[config.mk]
export PLATFORM = sky130hd
export DESIGN_NAME = sor_top
export DESIGN_NICKNAME = d
export VERILOG_FILES = /design/src/sor_pkg.sv /design/src/sor_sync.sv /design/src/sor_top.sv
export SDC_FILE = /design/constraint.sdc
export NUM_CORES = 1
export LEC_CHECK = 0
export BUFFER_PORTS_ARGS = -buffer_cell sky130_fd_sc_hd__buf_2
export CORE_ASPECT_RATIO = 0.8
export CORE_MARGIN = 2
export CORE_UTILIZATION = 48
export CTS_CLUSTER_SIZE = 30
export DETAILED_ROUTE_END_ITERATION = 16
export PLACE_DENSITY = 0.74
export SYNTH_ARGS = -nofsm -noshare
export SYNTH_HDL_FRONTEND = slang
export SYNTH_SLANG_ARGS = --single-unit
[constraint.sdc]
create_clock -name clk_in -period 1.39 [get_ports clk_in]
set_input_delay 0.0695 -clock clk_in [delete_from_list [all_inputs] [get_ports clk_in]]
set_output_delay 0.0695 -clock clk_in [all_outputs]
set_load 0.01 [all_outputs]
[src/sor_pkg.sv]
// constants for the indexed system option register block
package sor_pkg;

  localparam int          IO_ADDR_W      = 16;
  localparam logic [15:0] INDEX_PORT     = 16'h0022;
  localparam logic [15:0] DATA_PORT      = 16'h0023;
  localparam logic [7:0]  OPTION_INDEX   = 8'h8f;
  localparam logic [7:0]  INDEX_RESET    = 8'h00;

  // system_option_select layout
  localparam int          BIT_MM_FAST    = 0;
  localparam int          BIT_FAST_VIDEO = 1;
  localparam int          BIT_RD_EXTEND  = 2;
  localparam logic [7:0]  OPTION_RESET   = 8'h04;
  localparam logic [7:0]  OPTION_MASK    = 8'h07;

  // processor speed codes from the speed select register
  localparam logic [1:0]  SPEED_16       = 2'h0;
  localparam logic [1:0]  SPEED_20       = 2'h1;

  // matched-memory cycle times, picoseconds, and least cycle counts
  localparam int CLK_PERIOD_PS  = 40000;
  localparam int MM_SLOW_16_PS  = 250000;
  localparam int MM_SLOW_20_PS  = 250000;
  localparam int MM_SLOW_25_PS  = 240000;
  localparam int MM_FAST_16_PS  = 187500;
  localparam int MM_FAST_20_PS  = 150000;
  localparam int MM_FAST_25_PS  = 120000;
  localparam int MM_SLOW_16_CYC =
    (MM_SLOW_16_PS + CLK_PERIOD_PS - 1) / CLK_PERIOD_PS;
  localparam int MM_SLOW_20_CYC =
    (MM_SLOW_20_PS + CLK_PERIOD_PS - 1) / CLK_PERIOD_PS;
  localparam int MM_SLOW_25_CYC =
    (MM_SLOW_25_PS + CLK_PERIOD_PS - 1) / CLK_PERIOD_PS;
  localparam int MM_FAST_16_CYC =
    (MM_FAST_16_PS + CLK_PERIOD_PS - 1) / CLK_PERIOD_PS;
  localparam int MM_FAST_20_CYC =
    (MM_FAST_20_PS + CLK_PERIOD_PS - 1) / CLK_PERIOD_PS;
  localparam int MM_FAST_25_CYC =
    (MM_FAST_25_PS + CLK_PERIOD_PS - 1) / CLK_PERIOD_PS;

  // reset input recognition and reset output pulse, in clock cycles
  localparam int RESET_MIN_CYC   = 3;
  localparam int RESET_PULSE_CYC = 128;

  typedef enum logic [1:0] {
    SOR_IDLE,
    SOR_MM,
    SOR_WAIT_RDY,
    SOR_EXTRA
  } sor_state_e;

endpackage : sor_pkg

[src/sor_sync.sv]
// two flip-flop synchroniser for a group of pin inputs
`timescale 1ns/1ps
module sor_sync #(
  parameter int WIDTH = 1
) (
  input  wire logic             clk_in,
  input  wire logic             rst_in,
  input  wire logic [WIDTH-1:0] async_in,
  input  wire logic [WIDTH-1:0] reset_value_in,
  output logic      [WIDTH-1:0] sync_out
);
  logic [WIDTH-1:0] meta;

  // reset_value_in is a constant tie at every instance
  always_ff @(posedge clk_in) begin
    if (rst_in) begin
      meta     <= reset_value_in;
      sync_out <= reset_value_in;
    end else begin
      meta     <= async_in;
      sync_out <= meta;
    end
  end
endmodule : sor_sync

[src/sor_top.sv]
// indexed system option register with cycle sequencer and reset pulses
//
// Overview of operation
// index 8fh written at port 22h selects register; port 23h moves data.
// bit 0 clear: matched-memory cycle 250 ns at 16/20 MHz, 240 at 25.
// bit 0 set: matched-memory cycle 187.5, 150, 120 ns by speed.
// bit 0 is matched-memory fast cycle select, resets to 0.
// bit 1 set makes video-adapter accesses fast video cycles.
// bit 1 reads 0 after reset.
// a fast video cycle stretches until channel ready returns active.
// bit 2 set adds exactly one wait state after channel ready seen.
// that extra wait state applies to reads only, never writes.
// bit 2 reads 1 after reset.
// processor and aux reset outputs pulse at most 128 clocks.
// outside reset input must be held low at least three clocks.
// fast video cycle drives only the video strobe, not bus strobe.
// reserved bits 3 to 7 read zero, writes to them ignored.
`timescale 1ns/1ps
module sor_top (
  input  wire logic                          clk_in,
  input  wire logic                          rst_in,
  input  wire logic [sor_pkg::IO_ADDR_W-1:0] io_addr_in,
  input  wire logic                          io_wr_in,
  input  wire logic                          io_rd_in,
  input  wire logic [7:0]                    io_wdata_in,
  output logic      [7:0]                    io_rdata_out,
  input  wire logic [1:0]                    speed_sel_in,
  input  wire logic                          mm_req_in,
  input  wire logic                          bus_req_in,
  input  wire logic                          bus_write_in,
  input  wire logic                          video_sel_in,
  input  wire logic                          channel_ready_in,
  input  wire logic                          system_reset_in_n,
  output logic                               mm_command_n_out,
  output logic                               bus_command_strobe_n_out,
  output logic                               fast_video_command_n_out,
  output logic                               cycle_done_out,
  output logic                               processor_reset_out,
  output logic                               aux_reset_out
);
  import sor_pkg::*;

  logic [7:0] index_reg;
  logic [7:0] system_option_select;
  logic [5:0] pins_sync;
  logic       mm_req_d;
  logic       bus_req_d;
  logic       cyc_write;
  logic       cyc_fast;
  logic [3:0] mm_cnt;
  logic [1:0] low_cnt;
  logic       pulse_on;
  logic [7:0] pulse_cnt;
  sor_state_e state;
  sor_state_e next_state;

  // pins come from the far side of the chip; sample before use
  sor_sync #(
    .WIDTH          (6)
  ) i_sor_sync (
    .clk_in         (clk_in),
    .rst_in         (rst_in),
    .async_in       ({system_reset_in_n, channel_ready_in, video_sel_in,
                      bus_write_in, bus_req_in, mm_req_in}),
    .reset_value_in (6'h20),
    .sync_out       (pins_sync)
  );

  wire mm_req_s  = pins_sync[0];
  wire bus_req_s = pins_sync[1];
  wire write_s   = pins_sync[2];
  wire video_s   = pins_sync[3];
  wire channel_ready_in_s   = pins_sync[4];
  wire sysrst_ns = pins_sync[5];

  // third consecutive low sample recognises the outside reset
  wire sys_reset_seen = !sysrst_ns &&
                        (low_cnt == 2'(RESET_MIN_CYC - 1));
  wire soft_reset     = rst_in || sys_reset_seen;

  // register port decode
  wire index_wr  = io_wr_in && (io_addr_in == INDEX_PORT);
  wire data_hit  = (io_addr_in == DATA_PORT) &&
                   (index_reg == OPTION_INDEX);
  wire option_wr = io_wr_in && data_hit;
  wire [7:0] rd_mux =
    (io_addr_in == INDEX_PORT) ? index_reg :
    data_hit                   ? system_option_select : 8'h00;

  wire opt_mm_fast   = system_option_select[BIT_MM_FAST];
  wire opt_fast_vid  = system_option_select[BIT_FAST_VIDEO];
  wire opt_rd_extend = system_option_select[BIT_RD_EXTEND];

  // counter load, one less than the matched-memory access cycles, by speed and bit 0
  function automatic logic [3:0] mm_cycles(input logic [1:0] speed,
                                           input logic       fast);
    int n;
    if (fast) begin
      n = (speed == SPEED_16) ? MM_FAST_16_CYC :
          (speed == SPEED_20) ? MM_FAST_20_CYC :
                                MM_FAST_25_CYC;
    end else begin
      n = (speed == SPEED_16) ? MM_SLOW_16_CYC :
          (speed == SPEED_20) ? MM_SLOW_20_CYC :
                                MM_SLOW_25_CYC;
    end
    return 4'(n - 1);
  endfunction : mm_cycles

  wire mm_start  = mm_req_s && !mm_req_d;
  wire bus_start = bus_req_s && !bus_req_d;
  wire rdy_end   = (state == SOR_WAIT_RDY) && channel_ready_in_s;
  wire want_extra = rdy_end && !cyc_write && opt_rd_extend;
  wire mm_end    = (state == SOR_MM) && (mm_cnt == 4'h0);
  wire cyc_end   = mm_end || (rdy_end && !want_extra) ||
                   (state == SOR_EXTRA);

  always_comb begin
    next_state = state;
    unique case (state)
      SOR_IDLE: begin
        if (mm_start) begin
          next_state = SOR_MM;
        end else if (bus_start) begin
          next_state = SOR_WAIT_RDY;
        end
      end
      SOR_MM: begin
        if (mm_end) begin
          next_state = SOR_IDLE;
        end
      end
      SOR_WAIT_RDY: begin
        if (want_extra) begin
          next_state = SOR_EXTRA;
        end else if (rdy_end) begin
          next_state = SOR_IDLE;
        end
      end
      SOR_EXTRA: begin
        next_state = SOR_IDLE;
      end
    endcase
  end

  // strobes for the state being entered, so they are flop outputs
  wire next_bus_cyc = (next_state == SOR_WAIT_RDY) ||
                      (next_state == SOR_EXTRA);
  wire next_fast    = (state == SOR_IDLE) ?
                      (video_s && opt_fast_vid) : cyc_fast;

  // register file; a recognised outside reset restores defaults
  always_ff @(posedge clk_in) begin
    if (soft_reset) begin
      index_reg            <= INDEX_RESET;
      system_option_select <= OPTION_RESET;
    end else begin
      if (index_wr) begin
        index_reg <= io_wdata_in;
      end
      if (option_wr) begin
        system_option_select <= io_wdata_in & OPTION_MASK;
      end
    end
  end

  always_ff @(posedge clk_in) begin
    if (rst_in) begin
      io_rdata_out <= 8'h00;
    end else if (io_rd_in) begin
      io_rdata_out <= rd_mux;
    end
  end

  always_ff @(posedge clk_in) begin
    if (rst_in) begin
      state                    <= SOR_IDLE;
      mm_req_d                 <= 1'b0;
      bus_req_d                <= 1'b0;
      cyc_write                <= 1'b0;
      cyc_fast                 <= 1'b0;
      mm_cnt                   <= 4'h0;
      cycle_done_out           <= 1'b0;
      mm_command_n_out         <= 1'b1;
      bus_command_strobe_n_out <= 1'b1;
      fast_video_command_n_out <= 1'b1;
    end else begin
      state     <= next_state;
      mm_req_d  <= mm_req_s;
      bus_req_d <= bus_req_s;
      if (state == SOR_IDLE) begin
        cyc_write <= write_s;
        cyc_fast  <= next_fast;
        mm_cnt    <= mm_cycles(speed_sel_in, opt_mm_fast);
      end else if (mm_cnt != 4'h0) begin
        mm_cnt <= mm_cnt - 4'h1;
      end
      cycle_done_out           <= cyc_end;
      mm_command_n_out         <= !(next_state == SOR_MM);
      // ordinary cycles copy the strobe onto the video command too
      bus_command_strobe_n_out <= !(next_bus_cyc && !next_fast);
      fast_video_command_n_out <= !next_bus_cyc;
    end
  end

  // outside reset: count low samples, then a fixed-length output pulse
  always_ff @(posedge clk_in) begin
    if (rst_in) begin
      low_cnt   <= 2'h0;
      pulse_on  <= 1'b0;
      pulse_cnt <= 8'h00;
    end else begin
      if (sysrst_ns) begin
        low_cnt <= 2'h0;
      end else if (low_cnt != 2'h3) begin
        low_cnt <= low_cnt + 2'h1;
      end
      // the pulse ends on count even if the input stays low
      if (sys_reset_seen) begin
        pulse_on  <= 1'b1;
        pulse_cnt <= 8'h00;
      end else if (pulse_on) begin
        pulse_cnt <= pulse_cnt + 8'h01;
        if (pulse_cnt == 8'(RESET_PULSE_CYC - 1)) begin
          pulse_on <= 1'b0;
        end
      end
    end
  end

  assign processor_reset_out = pulse_on;
  assign aux_reset_out       = pulse_on;

endmodule : sor_top

==> results.cfg, run 1 <==
[cts]
cts_tree = done
htreeDepth = 2
path_clk_slew_ns = 0.10
numClockSinks = 56
cts_made_buffers = 5
ctsLongestPathBuffers = 2
root_buffer = clkbuf_8
clk_latency_ns = 0.30

[job]
maxCapViolations = 0

[yosys]
ys_seq_area_share_pct = 49.04
synth_nets = 283
yosysUniqueCellTypes = 39
netlist_area_sq_um = 2286
synthCells = 241
ys_warn_count = 0
synth_ff_type = dfxtp_1
synth_seq_cells = 56
async_flop_share_pct = 0
syn_area_per_cell_sq_um = 9.485
synth-edff-count = 0

[placement]
portBuffers = 49
hpwl_um = 3393
post-place-ws_ns = -0.04734
routabilityCongestion = 0.7988
dp_cells = 357

[global_routing]
met1_usage_pct = 24.87
gr-usage-met2_pct = 29.13
grt_util_all_layers_pct = 18.19
gr-usage-met3_pct = 3.846
grt_overflow = 0
grt_first_pass_wirelength_um = 7624
top_usage_layer = met2
grt_pass1_vias = 1734
grt_max_degree = 27
antenna_found_initial = 0

[floorplanning]
num_rows = 22
start_util_pct = 49.73
core_area_sq_um = 4597
fp.dieH_um = 65.73
io_pins = 50
die_area_sq_um = 5334
die_x_um = 81.16

[critical_path]
cp_data_required_time_ns = 1.63
cp-end-kind = flop
critical_path_class = flop to flop
crit_path_max_fanout = 5
arrival_ns = 1.66
startpoint = system_option_select[0]
start_kind = flop
reg2reg_from = system_option_select[0]

[timing]
hold_viol_final = 0
worstMarginPinSlew_ns = 0.4711
layout_setup_ws_ns = -0.03010
clock_skew_ns = 0.002057
rsz0062_at_grt = true
setup_viol = 1
fin_crit_sh_pct = 102.2
maxSlewViolCount = 0
post-route-min-period_ns = 1.420
fmax_mhz = 704.2
finalHoldWorstSlack_ns = 0.004209
slew_headroom_pct = 68.48

[outcome]
status = finished, violations left
violations = negative setup slack

[routing]
wirelength_um = 4697
drtAntennaViolNets = 0
drc = 0
routedWlPerCell_um = 12.53
drt_iter0_markers = 108
vias_per_cell = 5.037
dr.pass1.iters = 4
num_vias = 1889

[finish]
fin_cells = 375
fin_nets = 356
final_layout_size_suffix_gt1_share_pct = 32.06
num_antenna_cells = 0
fin_util_pct = 64.15
syn_to_final_growth_pct = 29.01

[power]
p_leak_nw = 1.222
ir_drop_mv = 0.5688
power.total_mw = 2.871
p_per_area_nw_per_um2 = 973.4

[worst_hold_path]
hp-start = io_wdata_in[7]
hold_class = primary input to flop
## where the power goes
| group | total (mW) | switching (mW) | internal, mW |
|---|---|---|---|
| clock | 0.920 | 0.551 | 0.369 |
| sequential | 1.66 | 0.0213 | 1.64 |
| combinational | 0.290 | 0.133 | 0.157 |
## synthesized netlist by cell type, types with 2 or more instances
master | count | area share [%]
nor3b_1 | 2 | 0.66
mux2i_1 | 7 | 3.1
o211ai_1 | 3 | 0.99
nand4_1 | 4 | 1.1
a22o_1 | 5 | 1.9
o2111ai_1 | 3 | 1.1
nor4_4 | 2 | 1.9
inv_1 | 5 | 0.82
a211o_1 | 2 | 0.77
a21oi_1 | 17 | 3.7
nor2b_1 | 16 | 4.4
ha_1 | 6 | 3.3
nand3_1 | 8 | 1.8
nand2_1 | 21 | 3.4
and2_1 | 2 | 0.55
buf_4 | 2 | 0.66
dfxtp_1 | 56 | 49
clkbuf_1 | 9 | 1.5
or3_1 | 7 | 1.9
nor3_1 | 4 | 0.88
o21ai_0 | 14 | 3.1
nand2b_1 | 2 | 0.55
nor2_1 | 17 | 2.8
xnor2_1 | 4 | 1.5
and4b_1 | 2 | 0.88
nand4b_1 | 2 | 0.77
or2_2 | 3 | 0.82
xor2_1 | 5 | 1.9
## critical path: stages (launching register included)
cell and delay (ns):
dfxtp_4 0.39, nand2_1 0.08, mux2i_2 0.20, ha_1 0.26, or3_1 0.31, a21oi_1 0.12
## per-layer routing
metal  vias to the layer above  wire, um
li1                        988         -
met1                       862      2378
met2                        34      2127
met3                         5       149
met4                         0        42
met5                         -         0
## layout by cell type, fill, tap and decap left out, drive strengths merged, types with 2 or more instances in the layout
master and n:
dfxtp 56, nor4 3, inv 7, and2 2, nor2b 16, dlygate4sd3 7, nand4b 2, a211o 2
o211ai 3, nand2b 2, or2 3, a21oi 17, nand2 21, nor3 4, o2111ai 3, xor2 5
nand3 8, mux2i 7, nand4 4, ha 6, clkbuf 5, or3 7, buf 71, nor3b 3
nor2 17, and4b 2, a22o 5, o21ai 14, xnor2 4
## area by class of cell
cell class / count / area (sq um)
clock buffer: 5 / 68.82
clock inverter: 3 / 25.02
inverter: 5 / 18.77
sequential: 56 / 1131
multi-input combinational: 168 / 1146
fill: 390 / 1648
tap: 60 / 75.07
timing repair buffer: 78 / 484.2
## logic make-up (layout without fill, tap and decap cells)
logic type	count (synthesis)	in the layout	synth area share (%)
AO/OA/AOI/OAI	47	47	12.70
XOR/XNOR	9	9	3.448
adder cells (fa/ha/maj)	6	6	3.284
buffers and inverters	17	91	3.174
flip-flops	56	56	49.04
multiplexers	8	8	3.558
AND/OR/NAND/NOR	98	98	24.80
## what timing repair did
action | CTS | global route
endpoints found under the hold margin | 7 | 0
setup endpoints to repair | 7 | 10
hold buffers | 7 | 0
resized for setup | 6 | 12
pin swaps | 0 | 3
buffers inserted | 0 | 3
## path summary, 6_finish.rpt
check | endpoint | slack, ns | depth (start not counted)
setup / recovery | mm_cnt[1] | -0.03 | 5
hold / removal | index_reg[7] | 0.004 | 3
setup reg to reg | mm_cnt[1] | -0.03 | 5
hold reg to reg | i_sor_sync.sync_out[5] | 0.42 | 1
## stage by stage
stage	cell area (sq um)	setup TNS (ns)
floorplan	2318	0
global placement	2708	0
detailed placement	2708	-0.1327
CTS	2884	0
global route	2949	-0.1121
finish	2949	-0.03010
No activity file was read; power rests on OpenSTA's default activity.
==> run 2: changes to the inputs <==
PLACE_DENSITY = 0.73   (was 0.74)
RECOVER_POWER = 50   (was not set)
SLEW_MARGIN = 10   (was not set)
SYNTH_HIERARCHICAL = 1   (was not set)
==> results.cfg, run 2 <==
[placement]
dp_cells = 390
portBuffers = 49
hpwl_um = 3420
routabilityCongestion = 0.7678

[power]
seqPwrFrac_pct = 50.4
p_per_area_nw_per_um2 = 1022
pwr-share-comb_pct = 19.6
clkPwrFrac_pct = 30.0
sw_frac_of_total_pct = 25.10
netSwitchingPower_mw = 0.8729
ir_drop_mv = 0.6270
p_leak_nw = 1.495
p_int_mw = 2.605

[critical_path]
critical_path_class = flop to flop
cp_data_required_time_ns = 1.60
arrival_ns = 1.70
crit_path_max_fanout = 2
start_kind = flop
cp-end-kind = flop

[timing]
fin_crit_sh_pct = 107.2
slew_headroom_pct = 57.96
worstMarginPinSlew_ns = 0.6306
hold_viol_final = 0
setup_viol = 10
rsz0062_at_grt = true
maxSlewViolCount = 0
fmax_mhz = 671.0
finalHoldWorstSlack_ns = 0.02314
post-route-min-period_ns = 1.490
layout_setup_ws_ns = -0.1004
clock_skew_ns = 0.004849

[outcome]
violations = negative setup slack
status = finished, violations left

[yosys]
yosysMostFrequentCell = dfxtp_1
synth_top_area_share_pct = 46.50
ys_seq_area_share_pct = 46.50
ys_warn_count = 6
synth_seq_cells = 56
synthCells = 250
yosysUniqueCellTypes = 42
synth_common_cells = dfxtp_1, nand2_1, a21oi_1, nor2_1
syn_area_per_cell_sq_um = 9.644
async_flop_share_pct = 0
synth_ff_type = dfxtp_1
netlist_area_sq_um = 2411
synth_area_leader_cell = dfxtp_1
synth-edff-count = 0
ys_top_cells_by_area = dfxtp_1, mux2_4, nand2_1

[floorplanning]
fp.dieH_um = 67.39
die_area_sq_um = 5610
io_pins = 50
start_util_pct = 49.00
die_x_um = 83.24
core_area_sq_um = 4921
num_rows = 23

[finish]
final_cell_mix = dfxtp_1, buf_2, buf_4, a21oi_1, nand2_1
fin_cells = 413
syn_to_final_growth_pct = 41.20
final_layout_size_suffix_gt1_share_pct = 37.04
fin_nets = 392
layout_commonest_cell = dfxtp_1
num_antenna_cells = 0

[routing]
drc = 0
wirelength_um = 5415
num_vias = 2087
drt_iter0_markers = 120
dr.pass1.iters = 4
drtAntennaViolNets = 0
vias_per_cell = 5.053
routedWlPerCell_um = 13.11

[global_routing]
grt_pass1_vias = 1952
grt_first_pass_wirelength_um = 8562
grt_overflow = 0
grt_max_degree = 17
grt_util_all_layers_pct = 19.24
antenna_found_initial = 0

[job]
maxCapViolations = 0

[cts]
cts_made_buffers = 5
cts_tree = done
numClockSinks = 56
htreeDepth = 2
path_clk_slew_ns = 0.09
root_buffer = clkbuf_8
ctsLongestPathBuffers = 2
clk_latency_ns = 0.31

[worst_hold_path]
hold_class = primary input to flop
## run 2: changes by cell type in the layout (fill, tap and decap cells not counted), moves of 6 or more
cell | before | now
nand2b_1 | 2 | 8
buf_2 | 49 | 38
nor2b_1 | 16 | 5
buf_4 | 21 | 30
conb_1 | 0 | 12
mux2_1 | 0 | 8
clkbuf_1 | 0 | 14
o21ai_0 | 13 | 3
nand2_4 | 0 | 8
## run 2: worst paths after layout
kind                 startpoint                      end  slack [ns]  depth (start not counted)
min              io_wdata_in[0]             index_reg[0]        0.02                          3
min reg2reg  i_sor_sync/meta[5]   i_sor_sync/sync_out[5]        0.45                          1
max reg2reg        index_reg[6]  system_option_select[2]       -0.10                          5
max                index_reg[6]  system_option_select[2]       -0.10                          5
## run 2: area by class of cell
type                    count  area, sq um
fillers                   391         1516
multi-input cells         187         1448
flip-flops and latches     56         1129
repair buffers             94        620.6
well taps                  62        77.57
clock buffers               6        72.57
clock inverters             2        35.03
inverters                   6        22.52
## run 2: timing repair
action / 4_1_cts / 5_1_grt
hold buffers: 10 / 0
endpoints found under the setup margin: 10 / 17
gates resized for setup: 23 / 34
gates cloned: 1 / 0
setup buffers: 4 / 0
pin swaps: 9 / 13
endpoints found under the hold margin: 10 / 0
## run 2: power groups by stage
stage                     sequential [mW]  clock, mW  combinational [mW]
after floorplan                      1.78          0               0.343
after global placement               1.78          0               0.547
after detailed placement             1.78          0               0.561
after CTS                            1.75       1.06               0.659
after global routing                 1.76       1.13               0.755
final                                1.75       1.04               0.683
## run 2: kinds of logic after synthesis
group / count (synthesis) / synth area share, %
other: 2 / 0.3115
AO/OA/AOI/OAI: 33 / 8.148
AND/OR/NAND/NOR: 103 / 23.40
adder cells (fa/ha/maj): 6 / 3.114
XOR/XNOR: 10 / 3.632
flip-flops: 56 / 46.50
buffers and inverters: 17 / 3.114
multiplexers: 23 / 11.78
## run 2: worst max-delay path, stage by stage (launching register included)
cell and delay (ns):
dfxtp_2 0.35, nor4b_4 0.28, buf_4 0.17, nand4_1 0.10
or3_1 0.32, a21o_1 0.17
## run 2: stage by stage
step | setup TNS, ns | total power, mW | cell area (sq um) | utilization (%) | setup slack (ns)
floorplan | -0.4299 | 2.126 | 2496 | - | -0.2412
global placement | -4.436 | 2.324 | 2989 | 60.74 | -0.3254
detailed placement | -4.676 | 2.342 | 2989 | 60.74 | -0.3369
CTS | -0.2801 | 3.470 | 3309 | 67.25 | -0.08058
global route | -1.661 | 3.648 | 3405 | 69.18 | -0.1758
finish | -0.4002 | 3.478 | 3405 | 69.18 | -0.1004
## run 2: layer usage
metal | track usage [%] | part of all wire, % | vias up
li1 | - | - | 1052
met1 | 23.87 | 47 | 984
met2 | 33.57 | 48 | 44
met3 | 3.667 | 3.3 | 7
met4 | 7.992 | 1.6 | 0
met5 | 0 | 0 | -
==> run 3: changes to the inputs <==
CAP_MARGIN = 40   (was not set)
CORE_UTILIZATION = 51   (was 48)
CTS_BUF_LIST = sky130_fd_sc_hd__clkbuf_8   (was not set)
PLACE_DENSITY = 0.77   (was 0.73)
==> results.cfg, run 3 (same netlist as run 2, synthesis figures left out) <==
[outcome]
status = finished, violations left
violations = negative setup slack

[floorplanning]
fp.dieH_um = 65.50
die_area_sq_um = 5297
num_rows = 22
die_x_um = 80.88
core_area_sq_um = 4569
start_util_pct = 52.77
io_pins = 50

[routing]
dr.pass1.iters = 4
wirelength_um = 5081
vias_per_cell = 5.027
routedWlPerCell_um = 12.39
drt_iter0_markers = 87
drtAntennaViolNets = 0
num_vias = 2061
drc = 0

[timing]
finalHoldWorstSlack_ns = 0.01782
maxSlewViolCount = 0
layout_setup_ws_ns = -0.08269
hold_viol_final = 0
slew_headroom_pct = 52.47
fmax_mhz = 679.0
post-route-min-period_ns = 1.473
worstMarginPinSlew_ns = 0.7130
clock_skew_ns = 0.008671
setup_viol = 5
fin_crit_sh_pct = 105.9
rsz0062_at_grt = true

[power]
p_leak_nw = 1.418
clkPwrFrac_pct = 30.0
netSwitchingPower_mw = 0.8458
seqPwrFrac_pct = 51.2
sw_frac_of_total_pct = 24.61
p_int_mw = 2.590
ir_drop_mv = 0.6312
p_per_area_nw_per_um2 = 1040
pwr-share-comb_pct = 18.8
power.total_mw = 3.436

[critical_path]
cpPeakStageDelay_ns = 0.35
arrival_ns = 1.70
cp-end-kind = flop
critical_path_class = flop to flop
crit_path_max_fanout = 5
path_delay_family = simple AND/OR/NAND/NOR gates
crit_chain = nor4b_4, buf_4, and4_4, nand3_1, a311oi_2
start_kind = flop
cp_data_required_time_ns = 1.62
critical_path_buf_inv_count = 1
cpMaxStageDelayCell = dfxtp_2

[placement]
hpwl_um = 3551
routabilityCongestion = 0.7521
portBuffers = 49
post-place-ws_ns = -0.3746
dp_cells = 385
placed_area_sq_um = 2952

[cts]
clk_latency_ns = 0.31
cts_made_buffers = 5
cts_tree = done
numClockSinks = 56
htreeDepth = 2
root_buffer = clkbuf_8
path_clk_slew_ns = 0.10
ctsLongestPathBuffers = 2

[worst_hold_path]
hold_class = primary input to flop

[finish]
fin_nets = 391
num_antenna_cells = 0
final_layout_size_suffix_gt1_share_pct = 32.57
syn_to_final_growth_pct = 37.00
layout_commonest_cell = dfxtp_1
final_cell_mix = dfxtp_1, buf_2, nand2_1, buf_4, nor2_1
nFillCells = 361
design_area_sq_um = 3303
fin_cells = 410

[job]
maxCapViolations = 0

[global_routing]
grt_util_all_layers_pct = 19.53
grt_max_degree = 17
grt_overflow = 0
grt_pass1_vias = 1861
antenna_found_initial = 0
grt_first_pass_wirelength_um = 7997
-- run 3: cell types whose count changed in the layout (fill, tap and decap cells not counted), sizes merged --
cell / before / now
buf: 70 / 68
clkbuf: 20 / 19
dlygate4sd3: 10 / 11
inv: 6 / 7
-- run 3: area by class of cell --
class                           count  area, sq um  share of cell area [%]
Clock inverter                      3        38.79                   1.174
Sequential cell                    56         1127                   34.13
Clock buffer                        5        68.82                   2.083
Timing Repair Buffer               93        610.6                   18.48
Inverter                            6        22.52                  0.6818
Tap cell                           60        75.07                   2.273
Multi-Input combinational cell    187         1360                   41.17
-- run 3: routing by layer --
layer / wire length, um / GRT usage (%)
met3: 196 / 4.121
met1: 2428 / 24.20
met2: 2405 / 33.47
met5: 0 / 0
met4: 51 / 6.992
-- run 3: final timing paths --
check	startpoint	to	slack (ns)	cells past startpoint
setup / recovery	index_reg[4]	io_rdata_out[0]	-0.08	5
hold / removal	io_wdata_in[2]	index_reg[2]	0.02	3
setup reg to reg	index_reg[4]	io_rdata_out[0]	-0.08	5
hold reg to reg	i_sor_sync/meta[5]	i_sor_sync/sync_out[5]	0.44	1
-- run 3: timing repair --
action / 4_1_cts / 5_1_grt
hold buffers: 11 / 0
hold endpoints to repair: 11 / 0
pin swaps: 6 / 19
gates resized for setup: 13 / 22
endpoints found under the setup margin: 18 / 27
setup buffers: 3 / 3
-- run 3: stage by stage --
step	util (%)	setup TNS [ns]
detailed placement	64.59	-5.311
global route	72.29	-1.197
finish	72.29	-0.3565
CTS	70.65	-0.2874
floorplan	-	-0.4299
global placement	64.59	-4.708
-- run 3: power by group through the flow --
stage | combinational, mW | clock, mW | sequential [mW]
3_5_place_dp | 0.529 | 0 | 1.79
2_1_floorplan | 0.343 | 0 | 1.78
4_1_cts | 0.607 | 1.05 | 1.76
6_report | 0.647 | 1.03 | 1.76
5_1_grt | 0.715 | 1.10 | 1.77
3_3_place_gp | 0.512 | 0 | 1.78
-- run 3: worst register-to-register path, delay by kind of cell (launching register included) --
kind,cells,cell delay [ns]
flops,1,0.35
simple gates,3,0.65
buf+inv,1,0.16
compound gates,1,0.24
